### src/mcs_pkg.sv
package mcs_pkg;

  // clock and time base
  localparam int unsigned CLK_HZ          = 125_000_000;
  localparam int unsigned TICK_PERIOD_S   = 1;
  localparam int unsigned TICK_CYCLES_DEF = CLK_HZ * TICK_PERIOD_S;
  localparam int unsigned TICK_CW         = 27;

  // seconds, all time values are 17 bits wide
  localparam int unsigned TW          = 17;
  localparam logic [16:0] MEAS_MIN    = 17'h0001e;
  localparam logic [16:0] MEAS_MAX    = 17'h0012c;
  localparam logic [16:0] MEAS_DEF    = 17'h0003c;
  localparam logic [16:0] PAUSE_MIN   = 17'h00001;
  localparam logic [16:0] PAUSE_MAX   = 17'h15180;
  localparam logic [16:0] PAUSE_DEF   = 17'h0000a;
  localparam logic [16:0] REG_TIME_S  = 17'h00002;
  localparam logic [16:0] AUTO_MIN_S  = 17'h0002d;
  localparam logic [16:0] AUTO_MAX_S  = 17'h0012c;
  localparam logic [16:0] SEC_PER_MIN = 17'h0003c;
  localparam logic [16:0] EDIT_MAX    = 17'h1869f;
  localparam logic [16:0] ENUM_LIMIT  = 17'h00004;

  // ordinal formatting
  localparam logic [4:0] ISO_LE6_LO = 5'h01;
  localparam logic [4:0] ISO_LE6_HI = 5'h06;

  // register map
  localparam logic [7:0] ADDR_CTRL   = 8'h00;
  localparam logic [7:0] ADDR_MEAS   = 8'h04;
  localparam logic [7:0] ADDR_PAUSE  = 8'h08;
  localparam logic [7:0] ADDR_STATUS = 8'h0c;
  localparam logic [7:0] ADDR_TIME   = 8'h10;
  localparam logic [7:0] ADDR_LAST   = 8'h14;
  localparam int unsigned CTRL_MODE_LSB = 0;
  localparam int unsigned CTRL_STD_LSB  = 2;
  localparam int unsigned CTRL_RUN_BIT  = 4;
  localparam int unsigned ST_PHASE_LSB  = 0;
  localparam int unsigned ST_DASH_BIT   = 2;
  localparam int unsigned ST_MENU_LSB   = 4;
  localparam int unsigned ST_CUR_LSB    = 8;
  localparam logic [1:0] MODE_RST = 2'h0;
  localparam logic [1:0] STD_RST  = 2'h0;

  typedef enum logic [1:0] {MODE_TIME, MODE_DIGIO, MODE_BUTTON, MODE_AUTO} mcs_mode_t;
  typedef enum logic [1:0] {STD_ISO, STD_SAE, STD_NAS, STD_GOST} mcs_std_t;
  typedef enum logic [1:0] {PH_IDLE, PH_REGULATE, PH_MEASURE, PH_PAUSE} mcs_phase_t;
  typedef enum logic [1:0] {MENU_TOP, MENU_LIST, MENU_EDIT} mcs_menu_t;
  typedef enum logic [1:0] {ITEM_MODE, ITEM_MEAS, ITEM_PAUSE, ITEM_STD} mcs_item_t;
  typedef enum logic [1:0] {SYM_RUN, SYM_RUN_FLASH, SYM_PAUSE} mcs_sym_t;

  typedef struct packed {
    logic [4:0] ch4;
    logic [4:0] ch6;
    logic [4:0] ch14;
    logic [4:0] ch21;
    logic [4:0] single;
  } mcs_ord_in_t;

  typedef struct packed {
    logic [4:0] num_a;
    logic [4:0] num_b;
    logic [4:0] num_c;
    logic [4:0] num_d;
    logic [2:0] le6;
    logic       small_d;
    logic [2:0] count;
  } mcs_ord_disp_t;

  typedef struct packed {
    logic        dashes;
    logic [10:0] minutes;
    logic [5:0]  seconds;
  } mcs_time_disp_t;

endpackage : mcs_pkg

### src/mcs_sequencer.sv
//
// Contract
// - measuring time accepted only within 30..300 s, default 60 s
// - time mode alternates measurement and pause; pause 1 s .. one day
// - factory defaults 60 s measuring and 10 s pause
// - each measurement opens with a laser regulation phase, symbol flashing
// - time mode measurement shows remaining time as minutes:seconds
// - time mode pause shows time remaining until next measurement
// - pause shortened below elapsed shows dashes until original end
// - digital mode measures while start/stop input high or open
// - digital mode pauses while start/stop input grounded
// - digital mode counts elapsed measurement time upward
// - digital mode pause holds duration of last measurement
// - steady run symbol, flashing while regulating, pause symbol paused
// - four operating modes selectable through the menu
// - up and down pressed together returns one menu level
// - select during edit moves cursor to next digit
// - edit committed only by select after last digit, else discarded
// - ISO ordinals one to six shown as less-or-equal-six
// - NAS and GOST show a single ordinal number
// - ISO largest channel shown small and not evaluated
//
// The APB interface to the registers and the register addresses were left to the implementer.
`timescale 1ns/100ps
`default_nettype none
module mcs_sequencer
  import mcs_pkg::*;
#(
  parameter int unsigned TICK_CYCLES = TICK_CYCLES_DEF
) (
  // clock and reset
  input  wire logic           pclk,
  input  wire logic           presetn,
  // apb slave
  input  wire logic           psel,
  input  wire logic           penable,
  input  wire logic           pwrite,
  input  wire logic [7:0]     paddr,
  input  wire logic [31:0]    pwdata,
  output var  logic [31:0]    prdata,
  output var  logic           pready,
  output var  logic           pslverr,
  // operator and control inputs
  input  wire logic           btn_up,
  input  wire logic           btn_down,
  input  wire logic           btn_sel,
  input  wire logic           start_stop_in,
  input  wire logic           particles_enough,
  input  wire mcs_ord_in_t    ord_in,
  // display
  output var  mcs_sym_t       status_sym,
  output var  mcs_time_disp_t time_disp,
  output var  mcs_ord_disp_t  ord_disp
);

  ////////////////////////////////////////////////////////////////////////////
  // functions

  function automatic mcs_time_disp_t to_mmss(input logic [16:0] s, input logic dash);
    logic [16:0] m;
    logic [16:0] r;
    m = s / SEC_PER_MIN;
    r = s - m * SEC_PER_MIN;
    to_mmss.dashes  = dash;
    to_mmss.minutes = m[10:0];
    to_mmss.seconds = r[5:0];
  endfunction : to_mmss

  function automatic logic [2:0] item_digits(input mcs_item_t it);
    case (it)
      ITEM_MEAS:  item_digits = 3'h3;
      ITEM_PAUSE: item_digits = 3'h5;
      default:    item_digits = 3'h1;
    endcase
  endfunction : item_digits

  function automatic logic [16:0] pow10(input logic [2:0] e);
    case (e)
      3'h1:    pow10 = 17'h0000a;
      3'h2:    pow10 = 17'h00064;
      3'h3:    pow10 = 17'h003e8;
      3'h4:    pow10 = 17'h02710;
      default: pow10 = 17'h00001;
    endcase
  endfunction : pow10

  function automatic logic meas_ok(input logic [16:0] v);
    meas_ok = (v >= MEAS_MIN) && (v <= MEAS_MAX);
  endfunction : meas_ok

  function automatic logic pause_ok(input logic [16:0] v);
    pause_ok = (v >= PAUSE_MIN) && (v <= PAUSE_MAX);
  endfunction : pause_ok

  ////////////////////////////////////////////////////////////////////////////
  // declarations

  logic [TICK_CW-1:0] tick_cnt_reg;
  logic               tick;
  logic               half_tick;
  logic               blink_reg;
  logic               up_prev_reg;
  logic               down_prev_reg;
  logic               sel_prev_reg;
  logic               up_press;
  logic               down_press;
  logic               sel_press;
  logic               back_press;
  mcs_mode_t          mode_reg;
  mcs_std_t           std_reg;
  logic               run_reg;
  logic [16:0]        meas_reg;
  logic [16:0]        pause_reg;
  mcs_menu_t          menu_reg;
  mcs_item_t          item_reg;
  logic [2:0]         cursor_reg;
  logic [16:0]        edit_reg;
  logic [16:0]        weight;
  logic               commit;
  mcs_phase_t         phase_reg;
  logic [16:0]        elapsed_reg;
  logic [16:0]        reg_cnt_reg;
  logic [16:0]        target_reg;
  logic [16:0]        last_reg;
  logic               dash_reg;
  logic               apb_wr;
  logic               apb_rd;
  logic               addr_ok;
  logic               wr_bad;
  logic               pause_wr;
  logic [16:0]        pause_wr_val;
  logic               stop_req;
  logic [16:0]        elapsed_inc;

  ////////////////////////////////////////////////////////////////////////////
  // one-second tick and blink phase

  assign tick      = (tick_cnt_reg == TICK_CW'(TICK_CYCLES - 1));
  assign half_tick = (tick_cnt_reg == TICK_CW'(TICK_CYCLES / 2));

  always_ff @(posedge pclk or negedge presetn) begin
    if (!presetn) begin
      tick_cnt_reg <= '0;
    end else if (tick) begin
      tick_cnt_reg <= '0;
    end else begin
      tick_cnt_reg <= tick_cnt_reg + 1'b1;
    end
  end

  always_ff @(posedge pclk or negedge presetn) begin
    if (!presetn) begin
      blink_reg <= 1'b0;
    end else if (tick || half_tick) begin
      blink_reg <= ~blink_reg;
    end
  end

  ////////////////////////////////////////////////////////////////////////////
  // buttons

  always_ff @(posedge pclk or negedge presetn) begin
    if (!presetn) begin
      up_prev_reg   <= 1'b0;
      down_prev_reg <= 1'b0;
      sel_prev_reg  <= 1'b0;
    end else begin
      up_prev_reg   <= btn_up;
      down_prev_reg <= btn_down;
      sel_prev_reg  <= btn_sel;
    end
  end

  // a press of one arrow while the other is held counts as back only
  assign back_press = btn_up && btn_down && (!up_prev_reg || !down_prev_reg);
  assign up_press   = btn_up && !up_prev_reg && !btn_down;
  assign down_press = btn_down && !down_prev_reg && !btn_up;
  assign sel_press  = btn_sel && !sel_prev_reg;

  ////////////////////////////////////////////////////////////////////////////
  // menu and value editing

  assign weight = pow10(3'(item_digits(item_reg) - cursor_reg - 3'h1));
  assign commit = (menu_reg == MENU_EDIT) && sel_press && !back_press
                  && (cursor_reg == item_digits(item_reg) - 3'h1);

  always_ff @(posedge pclk or negedge presetn) begin
    if (!presetn) begin
      menu_reg   <= MENU_TOP;
      item_reg   <= ITEM_MODE;
      cursor_reg <= '0;
      edit_reg   <= '0;
    end else begin
      case (menu_reg)
        MENU_TOP: begin
          if (up_press || down_press) begin
            menu_reg <= MENU_LIST;
          end else if (sel_press && mode_reg != MODE_BUTTON) begin
            menu_reg <= MENU_LIST;
          end
        end
        MENU_LIST: begin
          if (back_press) begin
            menu_reg <= MENU_TOP;
          end else if (up_press) begin
            item_reg <= mcs_item_t'(item_reg + 2'h1);
          end else if (down_press) begin
            item_reg <= mcs_item_t'(item_reg - 2'h1);
          end else if (sel_press) begin
            menu_reg   <= MENU_EDIT;
            cursor_reg <= '0;
            case (item_reg)
              ITEM_MODE:  edit_reg <= {15'h0000, mode_reg};
              ITEM_MEAS:  edit_reg <= meas_reg;
              ITEM_PAUSE: edit_reg <= pause_reg;
              default:    edit_reg <= {15'h0000, std_reg};
            endcase
          end
        end
        MENU_EDIT: begin
          if (back_press) begin
            menu_reg <= MENU_LIST;
          end else if (commit) begin
            menu_reg <= MENU_LIST;
          end else if (sel_press) begin
            cursor_reg <= cursor_reg + 3'h1;
          end else if (up_press && edit_reg <= EDIT_MAX - weight) begin
            edit_reg <= edit_reg + weight;
          end else if (down_press && edit_reg >= weight) begin
            edit_reg <= edit_reg - weight;
          end
        end
        default: menu_reg <= MENU_TOP;
      endcase
    end
  end

  ////////////////////////////////////////////////////////////////////////////
  // apb slave and settings

  assign apb_wr  = psel && penable && pready && pwrite;
  assign apb_rd  = psel && !penable && !pwrite;
  assign addr_ok = (paddr == ADDR_CTRL) || (paddr == ADDR_MEAS) || (paddr == ADDR_PAUSE)
                   || (paddr == ADDR_STATUS) || (paddr == ADDR_TIME) || (paddr == ADDR_LAST);
  assign wr_bad  = pwrite && ((paddr == ADDR_MEAS && !meas_ok(pwdata[16:0]))
                   || (paddr == ADDR_PAUSE && !pause_ok(pwdata[16:0]))
                   || paddr == ADDR_STATUS || paddr == ADDR_TIME || paddr == ADDR_LAST);

  always_comb begin
    pause_wr     = 1'b0;
    pause_wr_val = pwdata[16:0];
    if (apb_wr && paddr == ADDR_PAUSE && pause_ok(pwdata[16:0])) begin
      pause_wr = 1'b1;
    end else if (commit && item_reg == ITEM_PAUSE && pause_ok(edit_reg)) begin
      pause_wr     = 1'b1;
      pause_wr_val = edit_reg;
    end
  end

  always_ff @(posedge pclk or negedge presetn) begin
    if (!presetn) begin
      pready  <= 1'b0;
      pslverr <= 1'b0;
      prdata  <= '0;
    end else begin
      pready  <= psel && !penable;
      pslverr <= psel && !penable && (!addr_ok || wr_bad);
      prdata  <= '0;
      if (apb_rd) begin
        case (paddr)
          ADDR_CTRL: begin
            prdata[CTRL_MODE_LSB +: 2] <= mode_reg;
            prdata[CTRL_STD_LSB +: 2]  <= std_reg;
            prdata[CTRL_RUN_BIT]       <= run_reg;
          end
          ADDR_MEAS:  prdata[16:0] <= meas_reg;
          ADDR_PAUSE: prdata[16:0] <= pause_reg;
          ADDR_STATUS: begin
            prdata[ST_PHASE_LSB +: 2] <= phase_reg;
            prdata[ST_DASH_BIT]       <= dash_reg;
            prdata[ST_MENU_LSB +: 2]  <= menu_reg;
            prdata[ST_CUR_LSB +: 3]   <= cursor_reg;
          end
          ADDR_TIME: prdata[16:0] <= elapsed_reg;
          ADDR_LAST: prdata[16:0] <= last_reg;
          default:   prdata       <= '0;
        endcase
      end
    end
  end

  always_ff @(posedge pclk or negedge presetn) begin
    if (!presetn) begin
      mode_reg  <= mcs_mode_t'(MODE_RST);
      std_reg   <= mcs_std_t'(STD_RST);
      run_reg   <= 1'b0;
      meas_reg  <= MEAS_DEF;
      pause_reg <= PAUSE_DEF;
    end else begin
      if (pause_wr) begin
        pause_reg <= pause_wr_val;
      end
      if (apb_wr && paddr == ADDR_CTRL) begin
        mode_reg <= mcs_mode_t'(pwdata[CTRL_MODE_LSB +: 2]);
        std_reg  <= mcs_std_t'(pwdata[CTRL_STD_LSB +: 2]);
        run_reg  <= pwdata[CTRL_RUN_BIT];
      end else if (apb_wr && paddr == ADDR_MEAS && meas_ok(pwdata[16:0])) begin
        meas_reg <= pwdata[16:0];
      end else if (commit) begin
        case (item_reg)
          ITEM_MODE: if (edit_reg < ENUM_LIMIT) mode_reg <= mcs_mode_t'(edit_reg[1:0]);
          ITEM_MEAS: if (meas_ok(edit_reg)) meas_reg <= edit_reg;
          ITEM_STD:  if (edit_reg < ENUM_LIMIT) std_reg <= mcs_std_t'(edit_reg[1:0]);
          default:   ;
        endcase
      end else if (menu_reg == MENU_TOP && sel_press && mode_reg == MODE_BUTTON) begin
        run_reg <= ~run_reg;
      end
    end
  end

  ////////////////////////////////////////////////////////////////////////////
  // measurement sequencer

  assign elapsed_inc = elapsed_reg + 17'h00001;

  always_comb begin
    case (mode_reg)
      MODE_DIGIO:  stop_req = !start_stop_in;
      MODE_BUTTON: stop_req = !run_reg;
      default:     stop_req = 1'b0;
    endcase
  end

  always_ff @(posedge pclk or negedge presetn) begin
    if (!presetn) begin
      phase_reg   <= PH_REGULATE;
      elapsed_reg <= '0;
      reg_cnt_reg <= '0;
      target_reg  <= PAUSE_DEF;
      last_reg    <= '0;
      dash_reg    <= 1'b0;
    end else begin
      case (phase_reg)
        PH_IDLE: begin
          if (!stop_req) begin
            phase_reg   <= PH_REGULATE;
            reg_cnt_reg <= '0;
          end
        end
        PH_REGULATE: begin
          if (stop_req) begin
            phase_reg   <= (mode_reg == MODE_DIGIO) ? PH_PAUSE : PH_IDLE;
          end else if (tick && reg_cnt_reg + 17'h00001 >= REG_TIME_S) begin
            phase_reg   <= PH_MEASURE;
            elapsed_reg <= '0;
          end else if (tick) begin
            reg_cnt_reg <= reg_cnt_reg + 17'h00001;
          end
        end
        PH_MEASURE: begin
          if (stop_req) begin
            phase_reg   <= PH_PAUSE;
            last_reg    <= elapsed_reg;
            elapsed_reg <= '0;
          end else if (tick) begin
            elapsed_reg <= elapsed_inc;
            if (mode_reg == MODE_TIME && elapsed_inc >= meas_reg) begin
              phase_reg   <= PH_PAUSE;
              last_reg    <= elapsed_inc;
              elapsed_reg <= '0;
              target_reg  <= pause_reg;
              dash_reg    <= 1'b0;
            end else if (mode_reg == MODE_AUTO && (elapsed_inc >= AUTO_MAX_S
                         || (particles_enough && elapsed_inc >= AUTO_MIN_S))) begin
              phase_reg   <= PH_REGULATE;
              reg_cnt_reg <= '0;
              last_reg    <= elapsed_inc;
            end
          end
        end
        PH_PAUSE: begin
          if (mode_reg != MODE_TIME) begin
            if (!stop_req) begin
              phase_reg   <= PH_REGULATE;
              reg_cnt_reg <= '0;
            end
          end else begin
            if (pause_wr && pause_wr_val > elapsed_reg) begin
              target_reg <= pause_wr_val;
              dash_reg   <= 1'b0;
            end else if (pause_wr) begin
              dash_reg   <= 1'b1;
            end
            if (tick) begin
              elapsed_reg <= elapsed_inc;
              if (elapsed_inc >= target_reg) begin
                phase_reg   <= PH_REGULATE;
                reg_cnt_reg <= '0;
                dash_reg    <= 1'b0;
              end
            end
          end
        end
        default: phase_reg <= PH_REGULATE;
      endcase
    end
  end

  ////////////////////////////////////////////////////////////////////////////
  // display outputs

  always_ff @(posedge pclk or negedge presetn) begin
    if (!presetn) begin
      status_sym <= SYM_RUN_FLASH;
      time_disp  <= '0;
    end else begin
      case (phase_reg)
        PH_REGULATE: status_sym <= blink_reg ? SYM_RUN_FLASH : SYM_PAUSE;
        PH_MEASURE:  status_sym <= SYM_RUN;
        default:     status_sym <= SYM_PAUSE;
      endcase
      if (mode_reg == MODE_TIME) begin
        case (phase_reg)
          PH_MEASURE: time_disp <= to_mmss(meas_reg - elapsed_reg, 1'b0);
          PH_PAUSE:   time_disp <= to_mmss(target_reg - elapsed_reg, dash_reg);
          default:    time_disp <= to_mmss(meas_reg, 1'b0);
        endcase
      end else begin
        case (phase_reg)
          PH_MEASURE: time_disp <= to_mmss(elapsed_reg, 1'b0);
          PH_PAUSE:   time_disp <= to_mmss(last_reg, 1'b0);
          default:    time_disp <= to_mmss(17'h00000, 1'b0);
        endcase
      end
    end
  end

  always_ff @(posedge pclk or negedge presetn) begin
    if (!presetn) begin
      ord_disp <= '0;
    end else begin
      ord_disp       <= '0;
      ord_disp.num_a <= ord_in.ch4;
      ord_disp.num_b <= ord_in.ch6;
      ord_disp.num_c <= ord_in.ch14;
      ord_disp.num_d <= ord_in.ch21;
      case (std_reg)
        STD_ISO: begin
          ord_disp.count   <= 3'h3;
          ord_disp.small_d <= 1'b1;
          ord_disp.le6[0]  <= ord_in.ch4 >= ISO_LE6_LO && ord_in.ch4 <= ISO_LE6_HI;
          ord_disp.le6[1]  <= ord_in.ch6 >= ISO_LE6_LO && ord_in.ch6 <= ISO_LE6_HI;
          ord_disp.le6[2]  <= ord_in.ch14 >= ISO_LE6_LO && ord_in.ch14 <= ISO_LE6_HI;
        end
        STD_SAE: ord_disp.count <= 3'h4;
        default: begin
          ord_disp.count <= 3'h1;
          ord_disp.num_a <= ord_in.single;
          ord_disp.num_b <= '0;
          ord_disp.num_c <= '0;
          ord_disp.num_d <= '0;
        end
      endcase
    end
  end

endmodule : mcs_sequencer
`default_nettype wire

### config.mk
export PLATFORM = sky130hd
export DESIGN_NAME = mcs_sequencer
export DESIGN_NICKNAME = d
export VERILOG_FILES = /design/src/mcs_pkg.sv /design/src/mcs_sequencer.sv
export SDC_FILE = /design/constraint.sdc
export NUM_CORES = 1
export LEC_CHECK = 0
export BUFFER_PORTS_ARGS = -buffer_cell sky130_fd_sc_hd__buf_2
export CAP_MARGIN = 20
export CORE_MARGIN = 2
export CORE_UTILIZATION = 25
export DETAILED_ROUTE_END_ITERATION = 10
export GPL_TIMING_DRIVEN = 0
export HOLD_SLACK_MARGIN = 0.05
export PLACE_DENSITY = 0.38
export SYNTH_ARGS = -nofsm -noshare
export SYNTH_HDL_FRONTEND = slang
export SYNTH_SLANG_ARGS = --single-unit
export TNS_END_PERCENT = 100
### constraint.sdc
create_clock -name pclk -period 9.05 [get_ports pclk]
set_input_delay 1.81 -clock pclk [delete_from_list [all_inputs] [get_ports pclk]]
set_output_delay 1.81 -clock pclk [all_outputs]
set_load 0.01 [all_outputs]
==> reports/metrics.cfg, run 1 <==
[setup_path]
start_kind=flop
cp.required_ns=9.46
slowest_stage=or4_4
end_kind=flop
critPathArrivalTime_ns=9.23
path_max_fanout=6
crit_top_cell=ha_4
cpPeakStageDelay_ns=0.55
worstSetupPathType=reg -> reg

[route]
drt_pass1_iterations=6
wl_per_cell_um=22.7
wirelength_mm=103
vias_per_cell=5.25
num_vias=23878
drc=0
drt_iter0_drc=1955
drtAntennaViolNets=0

[cells_and_area]
final_nets=3507
largest_reg_flops=27
fillerInstances=10244
fin_area_mm2=0.0294
instances_no_fill=4548
layout_commonest_cell=nor2_1
areaGrowthSynthToFinish_pct=23.6
final_cell_mix=nor2_1, nand2_1, dfrtp_1
drive_above_1_share_pct=19.9

[global_routing]
grt_start_max_net_pins=100
grt_pass1_vias=23047
grt_util_all_layers_pct=20.4
grt-ovfl-total=0
antenna_found_initial=7
grt_pass1_wl_mm=152

[yosys]
avgSynthCellArea_um2=7.94
ys_seq_elements=230
ys_warn_count=0
ys_seq_area_share_pct=24.3
synth.distinct_cells=119
synthArstFlopShare_pct=100
synthFlopType=dfrtp_1
syn-cell-area_mm2=0.0238
synth-edff-count=0
netlist_instances=2993

[die]
dieHeight_um=312
floorplan.initialDensity_pct=25.1
rows=113
core_mm2=0.0946
die_w_um=312
die-area_mm2=0.0976
ios=156

[cts]
cts_buffers=34
cts_num_sinks=230
clkSlewWorstSetupHoldPaths_ns=0.06
clockRootBuffer=clkbuf_16
cts_buffer_depth=3
clock_latency_ns=0.59
cts_max_level=2
cts_tree=yes

[timing]
finalCriticalPeriod_ns=8.82
hold_violations=0
setup_tns_ns=0
drv_slew=0
period_share_pct=97.5
worst-slew-pin-transition_ns=1.20
setup_viol=0
max_freq_ghz=0.113
skew_ns=0.0611
slew_headroom_pct=19.9

[outcome]
status=complete, no violations

[place]
io_buffers=124
gp_congestion=0.861
hpwlAfterDp_mm=79.9
dp_cells=4401
place_area_mm2=0.0261

[job]
cap_violations=0

[worst_hold_path]
hold_class=reg -> reg

worst max-delay path, delay by kind of cell, from the launching register on:
kind	cells	cell delay (ns)
flip-flops	1	0.52
adder cells (fa/ha/maj)	6	1.88
multiplexers	1	0.23
XOR/XNOR	2	0.31
AO/OA/AOI/OAI	16	3.45
AND/OR/NAND/NOR	4	1.29
buffers and inverters	7	0.97
per-stage QoR:
stage,hold WS [ns],utilization (%),setup slack [ns]
after global placement,0.456,27.5,-1.85
after detailed placement,0.467,27.6,-1.79
after floorplan,0.439,-,0.565
final,0.467,31.1,0.230
after global routing,0.498,31.1,-0.0908
after CTS,0.475,29.9,0.00911
final timing paths:
check / from / to / slack (ns) / cells past startpoint
min: blink_reg / blink_reg / 0.47 / 1
min reg2reg: blink_reg / blink_reg / 0.47 / 1
max reg2reg: meas_reg[1] / time_disp[5] / 0.23 / 36
max: meas_reg[1] / time_disp[5] / 0.23 / 36
max in group asynchronous: presetn / elapsed_reg[0] / 6.89 / 2
min in group asynchronous: presetn / time_disp[13] / 1.13 / 1
metal layers:
metal	part of all wire, %	track usage [%]
met1	47	28.2
met4	2.9	6.53
met5	0.022	0
met2	46	32.6
met3	4.4	2.79
layout make-up:
cell class	count	area, um2	share of cell area, %
Antenna cell	1	2.50	0.00851
Tap cell	1265	1580	5.38
Clock inverter	17	191	0.651
Clock buffer	43	925	3.15
Multi-Input combinational cell	2462	18100	61.5
Timing Repair Buffer	233	1500	5.11
Buffer	152	694	2.36
Inverter	145	612	2.08
Sequential cell	230	5790	19.7
cell families after synthesis:
logic type | count (synthesis) | synth area share (%)
multiplexers | 126 | 5.85
flip-flops | 230 | 24.3
adder cells (fa/ha/maj) | 187 | 10.0
other | 1 | 0.0158
AND/OR/NAND/NOR | 1028 | 21.2
XOR/XNOR | 167 | 6.18
buffers and inverters | 315 | 5.37
AO/OA/AOI/OAI | 939 | 27.1
what timing repair did:
action	4_1_cts	5_1_grt
hold buffers	0	0
setup endpoints to repair	4	2
pin swaps	34	65
gates resized for setup	160	148
endpoints found under the hold margin	0	0
buffers inserted	56	48
Yosys cell counts (20+ instances only):
master	count	share of area, %
mux2i_1	69	2.9
a221oi_1	21	0.77
and3_1	30	0.79
dfrtp_1	220	23
inv_1	137	2.2
o21a_1	41	1.3
clkbuf_1	130	2.1
nor4_1	25	0.66
or3_1	20	0.53
nor2_1	293	4.6
and2_1	42	1.1
nor3_1	85	1.8
ha_1	165	8.7
nand4_1	36	0.95
a21oi_1	194	4.1
a31oi_1	33	0.87
xnor2_1	124	4.6
o22ai_1	26	0.68
a211oi_1	31	0.98
xor2_1	42	1.5
a22oi_1	28	0.88
nor2b_1	56	1.5
o21ai_0	209	4.4
nand2b_1	48	1.3
nand3_1	83	1.7
o211ai_1	50	1.6
a21o_1	64	2.0
nand2_1	237	3.7
mux2_2	51	2.4
Power of run 1 is left out: the tool's default activity adds up to more than one toggle a clock period on the data nets, which glitch-free logic cannot reach.
==> run 2, diff against run 1 <==
- CORE_UTILIZATION: 25 -> 42
- PLACE_DENSITY: 0.38 -> 0.58
==> run 2 against run 1 <==
Net effect: the run now ends with setup timing left; non-clock buffer count decreased by 14; critical path depth decreased by 1; sequential share of layout area increased by 0.77 points; critical path type unchanged; largest cell class unchanged.
==> reports/metrics.cfg, run 2 (synthesis gave the netlist of run 1 again) <==
[timing]
finalCriticalPeriod_ns=9.07  ; +0.249 ns
hold_violations=0  ; unchanged
skew_ns=0.0419  ; -0.0192 ns
setup_viol=1  ; +1
worst_slack_ns=-0.0190  ; -0.249 ns
rsz0062_at_grt=true
slew_headroom_pct=26.8  ; +6.8 points
drv_slew=0  ; unchanged
period_share_pct=100  ; +2.7 points
worst-slew-pin-transition_ns=1.10  ; -0.105 ns
max_freq_ghz=0.110  ; -2.7%

[cells_and_area]
drive_above_1_share_pct=18.4  ; -1.4 points
layout_commonest_cell=nor2_1
multiInputGateArea_mm2=0.0178  ; -1.6%
register_area_mm2=0.00579  ; about the same
final_nets=3490  ; -0.48%
final_util_pct=50.3  ; +19 points
largest_reg_flops=27  ; unchanged
areaGrowthSynthToFinish_pct=18.9
fillerInstances=5448  ; -47%
final_cell_mix=nor2_1, nand2_1, dfrtp_1
antennaDiodeCount=0  ; -1

[cts]
clkSlewWorstSetupHoldPaths_ns=0.06  ; about the same
cts_max_level=1  ; -1
clockRootBuffer=clkbuf_16
cts_buffers=31  ; -8.8%
cts_hold_buf=0  ; unchanged
cts_tree=yes
cts_buffer_depth=3  ; unchanged
cts_num_sinks=230  ; unchanged
clock_latency_ns=0.63  ; +0.04 ns

[route]
wl_per_cell_um=22.6  ; -0.49%
vias_per_cell=6.14  ; +17%
drt_iter0_drc=2634  ; +35%
drc=0  ; unchanged
num_vias=24713  ; +3.5%
wirelength_mm=91.0  ; -12%
drtAntennaViolNets=0  ; unchanged
drt_pass1_iterations=6  ; unchanged

[global_routing]
antenna_found_initial=2  ; -5
grt_start_max_net_pins=112  ; +12%
grt_pass1_vias=23373  ; +1.4%
grt_pass1_wl_mm=137  ; -9.7%
grt_util_all_layers_pct=29.5  ; +9.2 points
grt-ovfl-total=0  ; unchanged

[setup_path]
cpPeakStageDelay_ns=0.44  ; -0.11 ns
cp.required_ns=9.53  ; +0.07 ns
crit_top_cell=ha_1
path_max_fanout=12  ; +6
critPathArrivalTime_ns=9.55  ; +0.32 ns
start_kind=flop
worstSetupPathType=reg -> reg
slowest_stage=dfrtp_2
rrSetupSlack_ns=-0.02  ; -0.25 ns
end_kind=flop

[place]
io_buffers=124  ; unchanged
gp_congestion=0.971  ; +13%
hpwlAfterDp_mm=69.7  ; -13%

[die]
die_w_um=242  ; -23%
dieHeight_um=242  ; -23%
ios=156  ; unchanged
die-area_mm2=0.0585  ; -40%
rows=87  ; -23%
core_mm2=0.0562  ; -41%
floorplan.initialDensity_pct=42.3  ; +17 points

[outcome]
violations=setup timing
status=finished with violations

[worst_hold_path]
hold_class=reg -> reg

[job]
cap_violations=0  ; unchanged

## run 2: final timing paths
path / start / end / cells past startpoint
worst min register to register: blink_reg / blink_reg / 1
max in group asynchronous: presetn / meas_reg[0] / 3
min in group asynchronous: presetn / reg_cnt_reg[11] / 1
worst min-delay path: blink_reg / blink_reg / 1
worst max-delay path: elapsed_reg[12] / time_disp[5] / 35
worst max register to register: elapsed_reg[12] / time_disp[5] / 35
## run 2: layer usage
| metal | share of wire [%] | up-vias | track usage [%] |
|---|---|---|---|
| met5 | 0.024 | - | 0 |
| met4 | 5.5 | 4 | 14.5 |
| met3 | 6.9 | 237 | 4.15 |
| met2 | 46 | 961 | 47.6 |
| met1 | 42 | 12031 | 38.8 |
| li1 | - | 11480 | - |
## run 2: cell type report
class                           instances  area share, %
Multi-Input combinational cell       2462           62.9
Sequential cell                       230           20.5
Timing Repair Buffer                  219           4.91
Tap cell                              756           3.34
Clock buffer                           44           3.27
Buffer                                152           2.41
Inverter                              145           2.12
Clock inverter                         14          0.553
## run 2: what timing repair did
action,CTS,global route
resized for setup,103,145
setup endpoints to repair,3,2
buffers inserted,31,61
pin swaps,20,49
## run 2: metrics by stage
stage | cells | worst slack, ns | hold slack (ns) | TNS (ns) | cell area [um2]
floorplan | 3007 | 0.565 | 0.439 | 0 | 23800
CTS | 3966 | 0.000879 | 0.481 | 0 | 27200
global route | 4022 | -0.368 | 0.500 | -0.503 | 28300
detailed placement | 3889 | -1.25 | 0.473 | -2.66 | 25500
finish | 4022 | -0.0190 | 0.475 | -0.0190 | 28300
global placement | 3887 | -1.13 | 0.467 | -2.24 | 25400
## run 2: critical path: cells and delay by family (launching register included)
kind	cells	cell delay, ns
xor+xnor	3	0.47
compound gates	17	4.36
fa+ha+maj	6	1.91
buf+inv	4	0.58
simple gates	3	0.71
flops	1	0.44
mux	2	0.43
Power of run 2 is left out for the same reason.
